File: config.mk
export PLATFORM = sky130hd
export DESIGN_NAME = serdes_pll_link_ctrl_regs
export DESIGN_NICKNAME = d
export VERILOG_FILES = /design/src/rtl/lane_pll_regs_pkg.sv /design/src/rtl/serdes_pll_link_ctrl_regs.sv
export SDC_FILE = /design/constraint.sdc
export NUM_CORES = 1
export LEC_CHECK = 0
export BUFFER_PORTS_ARGS = -buffer_cell sky130_fd_sc_hd__buf_4
export CAP_MARGIN = 20
export CORE_ASPECT_RATIO = 2
export CORE_UTILIZATION = 30
export DETAILED_ROUTE_END_ITERATION = 16
export SYNTH_ARGS = -nofsm -noshare
export SYNTH_HDL_FRONTEND = slang
export SYNTH_SLANG_ARGS = --single-unit
File: constraint.sdc
create_clock -name clk_in -period 6.2 [get_ports clk_in]
set_input_delay 0.31 -clock clk_in [delete_from_list [all_inputs] [get_ports clk_in]]
set_output_delay 0.31 -clock clk_in [all_outputs]
set_load 0.02 [all_outputs]
File: src/rtl/lane_pll_regs_pkg.sv
// Constants for the lane PLL, termination and receive-link register bank.
// Assumes byte-wide registers on a 12-bit configuration address.
package lane_pll_regs_pkg;

  localparam logic [11:0] ADDR_LOOP_CTRL      = 12'h280;
  localparam logic [11:0] ADDR_LOOP_STATUS    = 12'h281;
  localparam logic [11:0] ADDR_PREDIVIDE      = 12'h289;
  localparam logic [11:0] ADDR_TERM_CAL       = 12'h2A7;
  localparam logic [11:0] ADDR_LINK_CTRL_A    = 12'h300;
  localparam logic [11:0] ADDR_LINK_CTRL_B    = 12'h301;
  localparam logic [11:0] ADDR_SUM_LANE0      = 12'h40E;
  localparam logic [11:0] ADDR_SUM_STRIDE     = 12'h008;
  localparam logic [11:0] ADDR_PACKED_FIRST   = 12'h450;
  localparam logic [11:0] ADDR_PACKED_LAST    = 12'h45C;
  localparam int          PACKED_COUNT        = 13;
  localparam int          LANE_COUNT          = 4;
  localparam int          PACKED_LID_INDEX    = 2;

  // Field positions
  localparam int BIT_POWER_ON      = 0;
  localparam int BIT_RECAL         = 2;
  localparam int BIT_LOCKED        = 0;
  localparam int BIT_BIAS_OK       = 1;
  localparam int BIT_OSC_RUNNING   = 2;
  localparam int BIT_CAL_GOOD      = 3;
  localparam int BIT_PUMP_LOW      = 4;
  localparam int BIT_PUMP_HIGH     = 5;
  localparam int BIT_TERM_TRIGGER  = 0;
  localparam int BIT_LINK_ENABLE   = 0;
  localparam int BIT_SUM_METHOD    = 6;

  // Values after reset, and the link control A write mask
  localparam logic [7:0] RST_LOOP_CTRL   = 8'h00;
  localparam logic [7:0] RST_PREDIVIDE   = 8'hFC;
  localparam logic [7:0] RST_TERM_CAL    = 8'h00;
  localparam logic [7:0] RST_LINK_CTRL_A = 8'h00;
  localparam logic [7:0] RST_LINK_CTRL_B = 8'h01;
  localparam logic [7:0] RST_PACKED      = 8'h00;
  localparam logic [7:0] MASK_LINK_CTRL_A = 8'h41;

  localparam logic [1:0] PREDIV_BY_TWO   = 2'b01;
  localparam logic [1:0] PREDIV_BY_ONE   = 2'b10;

  // Sequencer and termination calibration timing
  localparam int CLK_MHZ       = 50;
  localparam int BIAS_WAIT_NS  = 2000;
  localparam int OSC_CAL_NS    = 10000;
  localparam int LOCK_WAIT_NS  = 20000;
  localparam int TERM_CAL_NS   = 4000;
  localparam int BIAS_CYC      = (BIAS_WAIT_NS * CLK_MHZ + 999) / 1000;
  localparam int OSC_CAL_CYC   = (OSC_CAL_NS * CLK_MHZ + 999) / 1000;
  localparam int LOCK_WAIT_CYC = (LOCK_WAIT_NS * CLK_MHZ) / 1000;
  localparam int TERM_CAL_CYC  = (TERM_CAL_NS * CLK_MHZ + 999) / 1000;

  typedef enum logic [2:0] {
    SEQ_IDLE  = 3'b000,
    SEQ_BIAS  = 3'b001,
    SEQ_OSC   = 3'b011,
    SEQ_LOCKW = 3'b010,
    SEQ_DONE  = 3'b110
  } seq_state_e;

endpackage

File: src/rtl/serdes_pll_link_ctrl_regs.sv
// Lane PLL control sequencer, status, pre-divide, termination calibration,
// link control and link-parameter checksum registers.
// Assumes the serial configuration port decoder presents byte accesses on cfg_*.
`timescale 1ns/100ps

module serdes_pll_link_ctrl_regs
  import lane_pll_regs_pkg::*;
(
  input  wire logic        clk_in,
  input  wire logic        rst_in,
  input  wire logic [11:0] cfg_addr_in,
  input  wire logic [7:0]  cfg_wdata_in,
  input  wire logic        cfg_wr_in,
  input  wire logic        cfg_rd_in,
  input  wire logic        pump_low_edge_in,
  input  wire logic        pump_high_edge_in,
  input  wire logic        loop_lock_in,
  output logic [7:0]       cfg_rdata_out,
  output logic             cfg_rvalid_out,
  output logic             lane_loop_power_on_out,
  output logic             oscillator_cal_run_out,
  output logic [1:0]       refclk_predivide_sel_out,
  output logic             term_cal_start_out,
  output logic             term_cal_busy_out,
  output logic             link_enable_out
);

  logic [7:0]  loop_ctrl_q, predivide_q, term_cal_q, link_a_q, link_b_q;
  logic [7:0]  packed_q [PACKED_COUNT];
  logic [7:0]  sum_q [LANE_COUNT];
  logic [7:0]  sum_d [LANE_COUNT];
  logic        low_s1_q, low_s2_q, high_s1_q, high_s2_q, lock_s1_q, lock_s2_q;
  seq_state_e  state_q, state_d;
  logic [9:0]  cnt_q, cnt_d;
  logic        cal_good_q, cal_good_d;
  logic [7:0]  term_cnt_q;
  logic [7:0]  rdata_q;
  logic        rvalid_q;

  // Decode
  wire wr_loop    = cfg_wr_in && (cfg_addr_in == ADDR_LOOP_CTRL);
  wire wr_prediv  = cfg_wr_in && (cfg_addr_in == ADDR_PREDIVIDE);
  wire wr_term    = cfg_wr_in && (cfg_addr_in == ADDR_TERM_CAL);
  wire wr_link_a  = cfg_wr_in && (cfg_addr_in == ADDR_LINK_CTRL_A);
  wire wr_link_b  = cfg_wr_in && (cfg_addr_in == ADDR_LINK_CTRL_B);
  wire in_packed  = (cfg_addr_in >= ADDR_PACKED_FIRST) && (cfg_addr_in <= ADDR_PACKED_LAST);
  wire [3:0] packed_idx = 4'(cfg_addr_in - ADDR_PACKED_FIRST);

  // Edges from written versus stored value
  wire power_rise = wr_loop && cfg_wdata_in[BIT_POWER_ON] && !loop_ctrl_q[BIT_POWER_ON];
  wire recal_rise = wr_loop && cfg_wdata_in[BIT_RECAL] && !loop_ctrl_q[BIT_RECAL];
  wire power_off  = wr_loop && !cfg_wdata_in[BIT_POWER_ON];
  wire seq_start  = power_rise || (recal_rise && loop_ctrl_q[BIT_POWER_ON]);
  wire term_rise  = wr_term && cfg_wdata_in[BIT_TERM_TRIGGER] && !term_cal_q[BIT_TERM_TRIGGER];

  // Status, all driven by hardware only
  wire locked_w  = lock_s2_q && (state_q == SEQ_DONE);
  wire bias_ok_w = (state_q == SEQ_OSC) || (state_q == SEQ_LOCKW) || (state_q == SEQ_DONE);
  wire osc_run_w = (state_q == SEQ_OSC);
  wire [7:0] status_w = {2'b00, high_s2_q, low_s2_q, cal_good_q, osc_run_w, bias_ok_w, locked_w};

  // Synchronisers for the analog flags
  always_ff @(posedge clk_in) begin
    if (rst_in) begin
      {low_s1_q, low_s2_q, high_s1_q, high_s2_q, lock_s1_q, lock_s2_q} <= 6'b000000;
    end else begin
      low_s1_q  <= pump_low_edge_in;
      low_s2_q  <= low_s1_q;
      high_s1_q <= pump_high_edge_in;
      high_s2_q <= high_s1_q;
      lock_s1_q <= loop_lock_in;
      lock_s2_q <= lock_s1_q;
    end
  end

  // Control registers
  always_ff @(posedge clk_in) begin
    if (rst_in) begin
      loop_ctrl_q <= RST_LOOP_CTRL;
      predivide_q <= RST_PREDIVIDE;
      term_cal_q  <= RST_TERM_CAL;
      link_a_q    <= RST_LINK_CTRL_A;
      link_b_q    <= RST_LINK_CTRL_B;
    end else begin
      if (wr_loop)   loop_ctrl_q <= cfg_wdata_in;
      if (wr_prediv) predivide_q <= cfg_wdata_in;
      if (wr_term)   term_cal_q  <= cfg_wdata_in & 8'h01;
      if (wr_link_a) link_a_q    <= cfg_wdata_in & MASK_LINK_CTRL_A;
      if (wr_link_b) link_b_q    <= cfg_wdata_in;
    end
  end

  genvar gp;
  generate
    for (gp = 0; gp < PACKED_COUNT; gp++) begin : g_packed
      always_ff @(posedge clk_in) begin
        if (rst_in) begin
          packed_q[gp] <= RST_PACKED;
        end else if (cfg_wr_in && in_packed && (packed_idx == 4'(gp))) begin
          packed_q[gp] <= cfg_wdata_in;
        end
      end
    end
  endgenerate

  // Loop calibration sequencer
  always_comb begin
    state_d    = state_q;
    cnt_d      = cnt_q;
    cal_good_d = cal_good_q;
    if (power_off) begin
      state_d    = SEQ_IDLE;
      cnt_d      = '0;
      cal_good_d = 1'b0;
    end else if (seq_start) begin
      state_d    = SEQ_BIAS;
      cnt_d      = '0;
      cal_good_d = 1'b0;
    end else begin
      case (state_q)
        SEQ_IDLE: begin
          cnt_d = '0;
        end
        SEQ_BIAS: begin
          cnt_d = cnt_q + 10'd1;
          if (cnt_q == 10'(BIAS_CYC - 1)) begin
            state_d = SEQ_OSC;
            cnt_d   = '0;
          end
        end
        SEQ_OSC: begin
          cnt_d = cnt_q + 10'd1;
          if (cnt_q == 10'(OSC_CAL_CYC - 1)) begin
            state_d = SEQ_LOCKW;
            cnt_d   = '0;
          end
        end
        SEQ_LOCKW: begin
          cnt_d = cnt_q + 10'd1;
          if (lock_s2_q) begin
            state_d    = SEQ_DONE;
            cal_good_d = !low_s2_q && !high_s2_q;
          end else if (cnt_q == 10'(LOCK_WAIT_CYC - 1)) begin
            state_d = SEQ_DONE;
          end
        end
        SEQ_DONE: begin
          cnt_d = '0;
        end
        default: begin
          state_d = SEQ_IDLE;
          cnt_d   = '0;
        end
      endcase
    end
  end

  always_ff @(posedge clk_in) begin
    if (rst_in) begin
      state_q    <= SEQ_IDLE;
      cnt_q      <= '0;
      cal_good_q <= 1'b0;
    end else begin
      state_q    <= state_d;
      cnt_q      <= cnt_d;
      cal_good_q <= cal_good_d;
    end
  end

  // Termination calibration; a retrigger while busy restarts it
  always_ff @(posedge clk_in) begin
    if (rst_in) begin
      term_cnt_q <= '0;
    end else if (term_rise) begin
      term_cnt_q <= 8'(TERM_CAL_CYC);
    end else if (term_cnt_q != 8'h00) begin
      term_cnt_q <= term_cnt_q - 8'h01;
    end
  end

  // Link parameter checksum per lane; the lane id field is offset by lane index
  function automatic logic [7:0] lane_sum(input logic [7:0] p [PACKED_COUNT], input logic method,
                                          input logic [7:0] lane);
    logic [7:0] lid;
    logic [7:0] acc;
    lid = 8'(p[PACKED_LID_INDEX] + lane);
    acc = 8'h00;
    if (method) begin
      for (int i = 0; i < PACKED_COUNT; i++) begin
        acc = 8'(acc + ((i == PACKED_LID_INDEX) ? lid : p[i]));
      end
    end else begin
      acc = 8'(p[0] + {4'h0, p[1][3:0]} + {3'b000, lid[4:0]} + {7'h00, p[3][7]}
              + {3'b000, p[3][4:0]} + p[4] + {3'b000, p[5][4:0]} + p[6] + {6'h00, p[7][7:6]}
              + {3'b000, p[7][4:0]} + {5'h00, p[8][7:5]} + {3'b000, p[8][4:0]}
              + {5'h00, p[9][7:5]} + {3'b000, p[9][4:0]} + {7'h00, p[10][7]}
              + {3'b000, p[10][4:0]});
    end
    return acc;
  endfunction

  genvar gl;
  generate
    for (gl = 0; gl < LANE_COUNT; gl++) begin : g_lane
      assign sum_d[gl] = lane_sum(packed_q, link_a_q[BIT_SUM_METHOD], 8'(gl));
      always_ff @(posedge clk_in) begin
        if (rst_in) begin
          sum_q[gl] <= 8'h00;
        end else begin
          sum_q[gl] <= sum_d[gl];
        end
      end
    end
  endgenerate

  // Read mux; unmapped addresses read zero
  wire [11:0] sum_off  = 12'(cfg_addr_in - ADDR_SUM_LANE0);
  wire        in_sum   = (cfg_addr_in >= ADDR_SUM_LANE0) && (sum_off[2:0] == 3'b000)
                         && (sum_off[11:3] < 9'(LANE_COUNT));
  wire [7:0]  rd_mux   = (cfg_addr_in == ADDR_LOOP_CTRL)   ? loop_ctrl_q :
                         (cfg_addr_in == ADDR_LOOP_STATUS) ? status_w :
                         (cfg_addr_in == ADDR_PREDIVIDE)   ? predivide_q :
                         (cfg_addr_in == ADDR_TERM_CAL)    ? term_cal_q :
                         (cfg_addr_in == ADDR_LINK_CTRL_A) ? link_a_q :
                         (cfg_addr_in == ADDR_LINK_CTRL_B) ? link_b_q :
                         in_packed ? packed_q[packed_idx] :
                         in_sum    ? sum_q[sum_off[4:3]] : 8'h00;

  always_ff @(posedge clk_in) begin
    if (rst_in) begin
      rdata_q  <= 8'h00;
      rvalid_q <= 1'b0;
    end else begin
      rdata_q  <= cfg_rd_in ? rd_mux : rdata_q;
      rvalid_q <= cfg_rd_in;
    end
  end

  assign cfg_rdata_out            = rdata_q;
  assign cfg_rvalid_out           = rvalid_q;
  assign lane_loop_power_on_out   = loop_ctrl_q[BIT_POWER_ON];
  assign oscillator_cal_run_out   = osc_run_w;
  assign refclk_predivide_sel_out = predivide_q[1:0];
  assign term_cal_start_out       = (term_cnt_q == 8'(TERM_CAL_CYC));
  assign term_cal_busy_out        = (term_cnt_q != 8'h00);
  assign link_enable_out          = link_a_q[BIT_LINK_ENABLE];

  // Checks
  property p_low_flag;
    @(posedge clk_in) disable iff (rst_in)
    (cfg_rd_in && cfg_addr_in == ADDR_LOOP_STATUS) |=> (cfg_rdata_out[BIT_PUMP_LOW] == $past(low_s2_q));
  endproperty
  a_low_flag: assert property (p_low_flag) else $error("low edge flag not reported");

  property p_cal_good;
    @(posedge clk_in) disable iff (rst_in)
    $rose(cal_good_q) |-> ($past(state_q) == SEQ_LOCKW) && locked_w;
  endproperty
  a_cal_good: assert property (p_cal_good) else $error("cal good without completed lock");

  property p_osc_start;
    @(posedge clk_in) disable iff (rst_in)
    seq_start |-> ##101 (osc_run_w || !loop_ctrl_q[BIT_POWER_ON] || state_q == SEQ_BIAS);
  endproperty
  a_osc_start: assert property (p_osc_start) else $error("oscillator cal did not start on time");

  property p_bias;
    @(posedge clk_in) disable iff (rst_in)
    $rose(osc_run_w) |-> bias_ok_w && $past(state_q == SEQ_BIAS) && !$past(bias_ok_w);
  endproperty
  a_bias: assert property (p_bias) else $error("bias ready out of order");

  property p_lock;
    @(posedge clk_in) disable iff (rst_in)
    (state_q == SEQ_DONE && lock_s2_q) |-> status_w[BIT_LOCKED] && !status_w[BIT_OSC_RUNNING];
  endproperty
  a_lock: assert property (p_lock) else $error("lock bit not reported");

  property p_prediv;
    @(posedge clk_in) disable iff (rst_in)
    wr_prediv |=> refclk_predivide_sel_out == $past(cfg_wdata_in[1:0]);
  endproperty
  a_prediv: assert property (p_prediv) else $error("pre-divide select not applied");

  property p_term_once;
    @(posedge clk_in) disable iff (rst_in)
    term_rise |=> term_cal_start_out ##1 (!term_cal_start_out && term_cal_busy_out);
  endproperty
  a_term_once: assert property (p_term_once) else $error("termination cal not one start");

  property p_term_level;
    @(posedge clk_in) disable iff (rst_in)
    (wr_term && term_cal_q[BIT_TERM_TRIGGER] && !term_cal_start_out) |=> !term_cal_start_out;
  endproperty
  a_term_level: assert property (p_term_level) else $error("held trigger restarted cal");

  property p_recal;
    @(posedge clk_in) disable iff (rst_in)
    (recal_rise && loop_ctrl_q[BIT_POWER_ON] && !power_off) |=> state_q == SEQ_BIAS && !cal_good_q;
  endproperty
  a_recal: assert property (p_recal) else $error("recal edge ignored");

  property p_status_ro;
    @(posedge clk_in) disable iff (rst_in)
    (cfg_wr_in && cfg_addr_in == ADDR_LOOP_STATUS && state_q == SEQ_DONE) |=> $stable(cal_good_q);
  endproperty
  a_status_ro: assert property (p_status_ro) else $error("status changed by write");

  property p_sum_method;
    @(posedge clk_in) disable iff (rst_in)
    link_a_q[BIT_SUM_METHOD] |=> sum_q[0] == $past(sum_d[0]);
  endproperty
  a_sum_method: assert property (p_sum_method) else $error("computed sum not stored");

  c_done:  cover property (@(posedge clk_in) disable iff (rst_in) $rose(cal_good_q));
  c_term:  cover property (@(posedge clk_in) disable iff (rst_in) term_rise);
  c_recal: cover property (@(posedge clk_in) disable iff (rst_in) recal_rise && state_q == SEQ_DONE);
  c_link:  cover property (@(posedge clk_in) disable iff (rst_in) $rose(link_enable_out) && locked_w);

endmodule // serdes_pll_link_ctrl_regs

==> metrics.md, run 1 <==
| Metric | Value |
|---|---|
| CTS resizes | `0` |
| WL/cell | `21.32 um` |
| Area taken by multi-input logic gates | `11670 um2` |
| R2r setup slk | `0.31 ns` |
| Fmax | `0.1699 GHz` |
| First-pass GRT wire length | `84250 um` |
| Post-DP HPWL | `45700 um` |
| Diodes inserted | `0` |
| CP Class | `register to register` |
| Vias in the first global route | `14290` |
| Critical Path AT | `6.23 ns` |
| Tot GR Track Use | `0.2007` |
| CP Depth | `25` |
| Post-synthesis sequential area ratio | `0.2287` |
| TritonRoute pass-1 iters | `5` |
| Nets | `2232` |
| I/O pin count | `43` |
| Top Usage Layer GRT | `met2` |
| M1 GR Usage | `0.1643` |
| Vias/cell | `4.974` |
| Rows | `124` |
| CTS Buffer Depth | `2` |
| Die width | `172.0 um` |
| VDD IR-drop max | `0.1984 mV` |
| Final worst path period need | `5.887 ns` |
| Final Hold Viols | `0` |
| Initial Util | `0.3035` |
| Largest net degree at the start of global routing | `79` |
| Syn_area_per_cell | `9.121 um2` |
| PD cells | `143.5 nW/um2` |
| Syn nets | `2236` |
| Async set-reset flop share out of synthesis | `0` |
| Worst endpoint required time | `6.54 ns` |
| Top delay family on crit path | `adder cells` |
| Crit Path Max Fanout | `4` |
| Worst setup SP type | `register` |
| Die Height | `341.9 um` |
| Post-CTS Hold Fix Bufs | `0` |
| Synthesis-stage register bit count | `198` |
| Total number of vias | `13260` |
| # clock sinks | `198` |
| Mapped Cells | `1900` |
| First-iteration detailed-routing DRC count | `883` |
| Main synth FF type | `dfxtp_1` |
| CTS tree | `built` |
| Ys Warns | `0` |
| Slowest-stage cell, CP | `fa_1` |
| RSZ-0062 raised after global routing | `no` |
| Clock Tree Root | `clkbuf_16` |
| Post-synth EDFFs | `0` |
| Max cap viols | `0` |
| Fin crit share | `0.9496` |
| Slew @ Worst Pin | `1.103 ns` |
| GR Util met3 | `0.02634` |
| Share of post-route cells with drive strength above 1 | `0.08067` |
| DRC Markers | `0` |
| # Post-CTS Setup Buffers | `0` |
| Hold/Removal Path Class | `input pin to register` |
| GR Overflow Total | `0` |
| CTS Buf Count | `17` |
| H-tree level count | `4` |
| Reg area | `3965 um2` |
| WHS Path Cells | `2` |
| Wirelength, routed | `56810 um` |
| Mapped Area | `17330 um2` |
| Setup TNS | `0 ns` |
| Worst-skew pair later-pin latency | `0.49 ns` |
| Reg2reg path depth | `25` |
| Grt met2 use | `0.3772` |
| Largest area contributor in the netlist | `fa_1` |
| Final setup fails | `0` |
| RD Place Congestion | `0.9374` |
| Core ar. | `57090 um2` |
| Status | `complete, no violations` |
| Syn-to-layout area delta | `9.501%` |
| Slew Limit Headroom | `0.2589` |
| Initial antenna violation count | `2` |
| Pleak | `8.020 nW` |
| Fin. max-slew vios | `0` |
| Area share of the largest cell type after synthesis | `0.2576` |
| Die area | `58790 um2` |
| Synth cell types | `75` |
| CP bufs+invs | `6` |
| Max stage delay on crit path | `0.63 ns` |
| Total chip power | `2.724 mW` |
| Post-DRT Antenna Nets | `0` |
| Clk_skew | `0.02715 ns` |
| Top cells by area, synth | `fa_1 26%, dfxtp_1 23%, inv_1 7.9%` |
| CP Capture Type | `register` |
| IO Port Bufs | `42` |
| Filler cells | `5966` |
| Clock-pin slew on the worst setup and hold paths | `0.09 ns` |
## routing by layer
metal	vias to the layer above	routed length (um)
li1	6012	-
met1	6540	16220
met2	453	31000
met3	247	2288
met4	4	7275
met5	-	29
## Yosys cell counts (9+ instances only)
library cell,instances
inv_1,364
fa_1,223
nand2_1,200
dfxtp_1,198
a21oi_1,162
nor2_1,125
ha_1,86
xnor2_1,84
nand3_1,67
clkbuf_1,59
mux4_2,36
mux2i_1,34
xor2_1,31
nor2b_1,26
a21o_1,17
nor3_1,17
buf_2,12
nand4_1,10
o21ai_0,10
and3_1,9
## layout make-up
class	instances	area share
timing repair buffer	58	0.02314
clock buffer	21	0.02479
clock inverter	11	0.006066
inverter	364	0.07200
sequential	198	0.2089
multi-input combinational	1257	0.6152
tap	756	0.04984
## logic make-up (layout without fill, tap and decap cells)
group,count (synthesis),count (layout),share of synthesized area
adder cells (fa/ha/maj),309,309,0.3197
flip-flops,198,198,0.2287
multiplexers,73,73,0.06837
AO/OA/AOI/OAI,261,261,0.09083
XOR/XNOR,119,119,0.06259
AND/OR/NAND/NOR,495,495,0.1310
buffers and inverters,445,454,0.09877
## worst paths after layout
check,endpoint,start
setup reg to reg,sum_q[1][6],packed_q[89]
hold / removal,lock_s1_q,loop_lock_in
setup / recovery,sum_q[1][6],packed_q[89]
hold reg to reg,high_s2_q,high_s1_q
## power by group
group / total (mW) / switching, mW / internal [mW]
registers: 1.31 / 0.0181 / 1.29
clock network: 1.15 / 0.584 / 0.562
logic: 0.266 / 0.172 / 0.0936
## worst reg2reg max path, cell delays in order (launching register included)
cell     delay, ns
dfxtp_1       0.42
ha_1          0.25
a21oi_1       0.20
nor2b_1       0.07
nor2_1        0.11
xnor2_1       0.14
buf_4         0.17
inv_1         0.08
fa_1          0.49
inv_1         0.05
fa_1          0.50
inv_1         0.06
fa_1          0.63
inv_1         0.08
ha_1          0.32
xor2_1        0.19
fa_1          0.54
inv_1         0.07
fa_1          0.49
a21oi_1       0.18
nor2_1        0.05
nor2_1        0.11
xor2_1        0.15
nor2_1        0.05
a21oi_1       0.24
nor2_1        0.08
## cell usage in the layout (no fill, tap or decap), types with 4 or more instances in the layout
| cell | n |
|---|---|
| a211o_1 | 8 |
| a211oi_1 | 8 |
| a21o_1 | 17 |
| a21oi_1 | 159 |
| a31oi_1 | 7 |
| and3_1 | 9 |
| buf_4 | 57 |
| clkbuf_16 | 17 |
| dfxtp_1 | 197 |
| fa_1 | 222 |
| ha_1 | 86 |
| inv_1 | 364 |
| mux2i_1 | 34 |
| mux4_2 | 36 |
| nand2_1 | 200 |
| nand2b_1 | 6 |
| nand3_1 | 67 |
| nand4_1 | 10 |
| nor2_1 | 125 |
| nor2b_1 | 26 |
| nor3_1 | 17 |
| o211ai_1 | 5 |
| o21ai_0 | 10 |
| o21ai_1 | 6 |
| o21bai_1 | 8 |
| or3_1 | 4 |
| xnor2_1 | 84 |
| xor2_1 | 31 |
## sequential cells by signal, indices dropped and copies added (netlist names)
register,count
cal_good_q,1
cfg_rdata_out,8
cfg_rvalid_out,1
cnt_q,10
high_s1_q,1
high_s2_q,1
link_a_q,2
link_b_q,8
lock_s1_q,1
lock_s2_q,1
loop_ctrl_q,8
low_s1_q,1
low_s2_q,1
packed_q,104
predivide_q,8
state_q,3
sum_q,30
term_cal_q,1
term_cnt_q,8
## per-stage QoR
| stage | instances | setup slack [ns] | hold WS [ns] | util | cell area (um2) |
|---|---|---|---|---|---|
| 2_1_floorplan | 1900 | 0.6407 | 0.4130 | - | 17330 |
| 3_3_place_gp | 2632 | 0.2080 | 0.4223 | 0.3217 | 18370 |
| 3_5_place_dp | 2632 | 0.1324 | 0.4238 | 0.3217 | 18370 |
| 4_1_cts | 2664 | 0.09202 | 0.02923 | 0.3320 | 18960 |
| 5_1_grt | 2665 | 0.02492 | 0.05117 | 0.3324 | 18980 |
| 6_report | 2665 | 0.3128 | 0.04961 | 0.3324 | 18980 |
Note: power is estimated with default switching activity, not from simulation.
==> run 2: changes to the inputs <==
GPL_TIMING_DRIVEN = 0   (was unset)
==> metrics.md, run 2 (synthesized netlist as in run 1, its figures left out) <==
| Metric | Value |
|---|---|
| Status | `complete, no violations` |
| Net Sw Power | `0.8182 mW` |
| Highest routed layer | `met5` |
| R2r setup slk | `0.20 ns` |
| Final Core Density | `0.3372` |
| Worst endpoint required time | `6.58 ns` |
| Rows | `124` |
| FF-to-FF Start | `packed_q[88]` |
| Sequential power share | `0.476` |
| Post-DRT Antenna Nets | `0` |
| Crit path cell chain | `ha_1 -> fa_2 -> a21o_1 -> a21oi_4 -> xnor2_2 -> inv_1 -> fa_1 -> inv_1 -> fa_1 -> inv_1 -> fa_2 -> inv_1 -> fa_1 -> inv_1 -> fa_1 -> inv_1 -> ha_1 -> a21oi_2 -> o21bai_1 -> a21oi_2 -> xnor2_1 -> nor2_1 -> a211oi_2` |
| Final worst setup slack | `0.1955 ns` |
| TritonRoute pass-1 iters | `6` |
| Vias/cell | `5.061` |
| Clock Tree Root | `clkbuf_16` |
| Final worst path period need | `6.005 ns` |
| Core ar. | `57090 um2` |
| Post-DP HPWL | `51160 um` |
| Tot GR Track Use | `0.2254` |
| Pleak | `8.112 nW` |
| CTS tree | `built` |
| Pint | `1.942 mW` |
| DRC Markers | `0` |
| Largest reg by FF count | `packed_q` |
| Initial Util | `0.3035` |
| Slowest-stage cell, CP | `fa_2` |
| RD Place Congestion | `0.9660` |
| First-iteration detailed-routing DRC count | `971` |
| Combinational share of power | `0.105` |
| Post-CTS Hold Fix Bufs | `0` |
| CTS Buffer Depth | `2` |
| CTS Buf Count | `17` |
| Met2 WL | `34080 um` |
| Pre-CTS setup slack | `-0.2253 ns` |
| Share of post-route cells with drive strength above 1 | `0.08262` |
| Fin. max-slew vios | `0` |
| Met1 Wirelength | `19050 um` |
| Hold/Removal Path Class | `input pin to register` |
| Worst setup SP type | `register` |
| Syn-to-layout area delta | `11.10%` |
| Crit Path Max Fanout | `3` |
| Biggest regs | `packed_q: 104 flops, sum_q: 30 flops, cnt_q: 10 flops` |
| Top delay family on crit path | `adder cells` |
| Clock-pin slew on the worst setup and hold paths | `0.08 ns` |
| Final instance area | `19250 um2` |
| VDD IR-drop max | `0.2035 mV` |
| PD cells | `143.4 nW/um2` |
| Slew @ Worst Pin | `1.196 ns` |
| Die area | `58790 um2` |
| WL/cell | `23.42 um` |
| Commonest non-fill, non-tap cell in the layout | `inv_1` |
| Final Hold Viols | `0` |
| Initial antenna violation count | `1` |
| Max stage delay on crit path | `0.65 ns` |
| Critical path's most frequent cell | `inv_1` |
| Reg2reg path depth | `23` |
| Fmax | `0.1665 GHz` |
| Setup TNS | `0 ns` |
| Nets | `2296` |
| Worst R2R End | `sum_q[3][7]` |
| Commonest cells after routing, fill and taps aside | `363 x inv_1, 220 x fa_1, 200 x nand2_1, 197 x dfxtp_1, 156 x a21oi_1` |
| WHS Path Cells | `2` |
| CP bufs+invs | `6` |
| Total number of vias | `13810` |
| I/O pin count | `43` |
| Vias in the first global route | `14490` |
| Hold EP | `lock_s1_q` |
| Clock power frac | `0.419` |
| Slew Limit Headroom | `0.2030` |
| Largest net degree at the start of global routing | `21` |
| HP Start | `loop_lock_in` |
| Final setup fails | `0` |
| Diodes inserted | `0` |
| DP Area | `18550 um2` |
| # clock sinks | `198` |
| Hold WS | `0.05686 ns` |
| IO Port Bufs | `33` |
| Met3 WL | `3366 um` |
| Max reg flops | `104` |
| First-pass GRT wire length | `92160 um` |
| Die Height | `341.9 um` |
| Die width | `172.0 um` |
| CP Capture Type | `register` |
| H-tree level count | `4` |
| RSZ-0062 raised after global routing | `no` |
| CP Class | `register to register` |
| Max cap viols | `0` |
| Fin crit share | `0.9685` |
| GR Overflow Total | `0` |
| Wirelength, routed | `63920 um` |
| Worst-skew pair later-pin latency | `0.48 ns` |
| Clk_skew | `0.01543 ns` |
| Switching Fraction | `0.2964` |
| Critical Path AT | `6.39 ns` |
-- run 2: cell types whose count changed in the layout (fill, tap and decap cells not counted), moves of 3 or more --
| cell | previous run | this run |
|---|---|---|
| buf_1 | 0 | 5 |
| buf_2 | 0 | 12 |
| clkbuf_1 | 1 | 59 |
| buf_4 | 57 | 41 |
| a21oi_1 | 159 | 156 |
| buf_6 | 1 | 4 |
-- run 2: power by group through the flow --
stage / sequential (mW) / combinational, mW / clock (mW)
2_1_floorplan: 1.34 / 0.181 / 0
3_3_place_gp: 1.34 / 0.282 / 0
3_5_place_dp: 1.34 / 0.285 / 0
4_1_cts: 1.31 / 0.286 / 1.17
5_1_grt: 1.32 / 0.310 / 1.21
6_report: 1.31 / 0.291 / 1.16
-- run 2: worst max-delay path by stage --
stage / startpoint / end / cells after the start
detailed placement: packed_q[88] / sum_q[3][7] / 23
global route: packed_q[88] / sum_q[3][7] / 23
finish: packed_q[88] / sum_q[3][7] / 23
floorplan: packed_q[88] / sum_q[2][7] / 23
global placement: packed_q[89] / sum_q[1][7] / 24
CTS: packed_q[88] / sum_q[3][7] / 23
-- run 2: area by class of cell --
type,instances,area [um2]
clock inverters,14,157.7
flip-flops and latches,198,3965
well taps,756,945.9
repair buffers,41,322.8
plain buffers,81,345.3
multi-input cells,1257,11710
fillers,5939,37840
inverters,364,1366
clock buffers,18,439.2
-- run 2: metal layers --
layer / vias to the layer above / GRT usage
met2: 598 / 0.4141
met3: 264 / 0.03997
met5: - / 0
li1: 6144 / -
met1: 6804 / 0.1997
met4: 2 / 0.2205
-- run 2: stage by stage --
stage | total power [mW] | cells
finish | 2.760 | 2729
global route | 2.839 | 2729
floorplan | 1.521 | 1900
global placement | 1.624 | 2689
CTS | 2.766 | 2723
detailed placement | 1.628 | 2691
-- run 2: what timing repair did --
action                                  4_1_cts  5_1_grt
cloned                                        0        0
setup buffers                                 0        5
endpoints found under the setup margin        5        6
pin swaps                                     0        5
resized for setup                             4       12
==> run 3: changes to the inputs <==
REMOVE_ABC_BUFFERS = 1   (was unset)
==> metrics.md, run 3 (synthesized netlist as in run 1, its figures left out) <==
| Metric | Value |
|---|---|
| HP Start | `pump_low_edge_in` |
| Final instance area | `18990 um2` |
| Final worst path period need | `5.940 ns` |
| Fmax | `0.1684 GHz` |
| Slew @ Worst Pin | `1.116 ns` |
| Sequential power share | `0.487` |
| Filler cells | `5963` |
| Biggest regs | `packed_q: 104 flops, sum_q: 30 flops, cnt_q: 10 flops` |
| Syn-to-layout area delta | `9.574%` |
| Final setup fails | `0` |
| Fin. max-slew vios | `0` |
| Post-DP HPWL | `43810 um` |
| VDD IR-drop max | `0.1269 mV` |
| Die Height | `341.9 um` |
| Worst setup SP type | `register` |
| PD cells | `141.9 nW/um2` |
| Hold/Removal Path Class | `input pin to register` |
| Share of post-route cells with drive strength above 1 | `0.07987` |
| Clock Tree Root | `clkbuf_16` |
| CTS Buffer Depth | `2` |
| Final worst setup slack | `0.2603 ns` |
| Initial Util | `0.3035` |
| Grt met2 use | `0.3625` |
| R2r setup slk | `0.26 ns` |
| Switching Fraction | `0.2846` |
| GR Overflow Total | `0` |
| CP Capture Type | `register` |
| WHS Path Cells | `2` |
| Crit path cell chain | `ha_1 -> fa_1 -> a21o_1 -> a21oi_4 -> xnor2_2 -> inv_1 -> fa_1 -> inv_1 -> fa_1 -> inv_1 -> fa_2 -> inv_1 -> fa_1 -> inv_1 -> fa_1 -> inv_1 -> ha_1 -> a21oi_2 -> o21bai_1 -> a21oi_1 -> xnor2_1 -> nor2_1 -> a211oi_1` |
| # clock sinks | `198` |
| Combinational share of power | `0.100` |
| Total number of vias | `13180` |
| Pre-CTS setup slack | `-0.06593 ns` |
| Top delay family on crit path | `adder cells` |
| CTS tree | `built` |
| I/O pin count | `43` |
| Largest net degree at the start of global routing | `98` |
| Worst-skew pair later-pin latency | `0.48 ns` |
| Post-CTS Hold Fix Bufs | `0` |
| CTS Buf Count | `17` |
| Fin crit share | `0.9580` |
| Tot GR Track Use | `0.1960` |
| Max reg flops | `104` |
| Final Core Density | `0.3326` |
| Commonest non-fill, non-tap cell in the layout | `inv_1` |
| CP bufs+invs | `6` |
| Clock power frac | `0.413` |
| Commonest cells after routing, fill and taps aside | `363 x inv_1, 222 x fa_1, 200 x nand2_1, 197 x dfxtp_1, 159 x a21oi_1` |
| Pint | `1.928 mW` |
| Initial antenna violation count | `2` |
| Clk_skew | `0.02042 ns` |
| Diodes inserted | `0` |
| Top Usage Layer GRT | `met2` |
| CP Class | `register to register` |
| Worst R2R End | `sum_q[3][7]` |
| Hold EP | `low_s1_q` |
| Vias/cell | `4.957` |
| Status | `complete, no violations` |
| Wirelength, routed | `55540 um` |
| H-tree level count | `4` |
| Core ar. | `57090 um2` |
| Die area | `58790 um2` |
| Largest reg by FF count | `packed_q` |
| Slowest-stage cell, CP | `fa_2` |
| Critical Path AT | `6.32 ns` |
| DRC Markers | `0` |
| Net Sw Power | `0.7670 mW` |
| IO Port Bufs | `42` |
| First-pass GRT wire length | `82610 um` |
| Area taken by multi-input logic gates | `11710 um2` |
| Setup TNS | `0 ns` |
| Die width | `172.0 um` |
| DP Area | `18350 um2` |
| Pleak | `8.024 nW` |
| First-iteration detailed-routing DRC count | `896` |
| Vias in the first global route | `13610` |
| Reg2reg path depth | `23` |
| FF-to-FF Start | `packed_q[88]` |
| Rows | `124` |
| RD Place Congestion | `0.9448` |
| Final Hold Viols | `0` |
| Post-DRT Antenna Nets | `0` |
| Total chip power | `2.695 mW` |
| Crit Path Max Fanout | `3` |
| WL/cell | `20.89 um` |
| Clock-pin slew on the worst setup and hold paths | `0.08 ns` |
| Worst endpoint required time | `6.58 ns` |
| Slew Limit Headroom | `0.2497` |
| Reg area | `3965 um2` |
| Max stage delay on crit path | `0.62 ns` |
| Max cap viols | `0` |
| TritonRoute pass-1 iters | `5` |
| Nets | `2226` |
| M1 GR Usage | `0.1757` |
| Critical path's most frequent cell | `inv_1` |
| GR Util met3 | `0.03304` |
-- run 3: cell types whose count changed in the layout (fill, tap and decap cells not counted), moves of 2 or more --
cell      delta
clkbuf_1    -57
buf_2       -12
buf_1        -5
buf_4        +5
a21oi_1      +3
a21oi_2      -3
clkinv_2     +2
clkinv_8     -2
fa_1         +2
fa_2         -2
-- run 3: per-layer routing --
metal	share of wire	wire length, um
met5	0.00056	31
met4	0.11	5843
met3	0.048	2664
met2	0.55	30360
met1	0.30	16640
-- run 3: how the worst max path moves through the flow --
stage,startpoint,to,slack (ns),depth (start not counted)
final,packed_q[88],sum_q[3][7],0.26,23
after global routing,packed_q[88],sum_q[2][7],-0.01,23
after CTS,packed_q[88],sum_q[3][7],0.009,23
after detailed placement,packed_q[88],sum_q[3][7],-0.07,23
after global placement,packed_q[89],sum_q[1][7],-0.07,24
after floorplan,packed_q[88],sum_q[2][7],0.60,23
-- run 3: area by class of cell --
class | count | area share
Inverter | 364 | 0.07195
Clock inverter | 12 | 0.006128
Clock buffer | 20 | 0.02352
Sequential cell | 198 | 0.2088
Timing Repair Buffer | 52 | 0.02326
Multi-Input combinational cell | 1257 | 0.6165
Tap cell | 756 | 0.04981
-- run 3: power groups by stage --
stage	logic, mW	clock network [mW]	registers [mW]
after floorplan	0.136	0	1.34
after global placement	0.254	0	1.34
after detailed placement	0.268	0	1.34
after CTS	0.269	1.13	1.31
after global routing	0.295	1.17	1.32
final	0.269	1.11	1.31
-- run 3: metrics by stage --
stage / instances / hold slack (ns)
2_1_floorplan: 1819 / 0.3791
3_3_place_gp: 2617 / 0.4221
3_5_place_dp: 2623 / 0.4371
4_1_cts: 2655 / 0.03194
5_1_grt: 2659 / 0.04372
6_report: 2659 / 0.04403
-- run 3: what timing repair did --
action | in CTS | in global routing
resized for setup | 2 | 7
pin swaps | 0 | 6
setup endpoints to repair | 3 | 5
buffers inserted | 0 | 4
-- run 3: worst register-to-register path, delay by kind of cell, from the launching register on --
family / cells / cell delay [ns]
adders and majority gates: 8 / 3.67
DFF: 1 / 0.35
buffers and inverters: 6 / 0.39
xor gates and xnor gates: 2 / 0.30
AOI/OAI and AO/OA: 6 / 1.08
and+or+nand+nor: 1 / 0.06
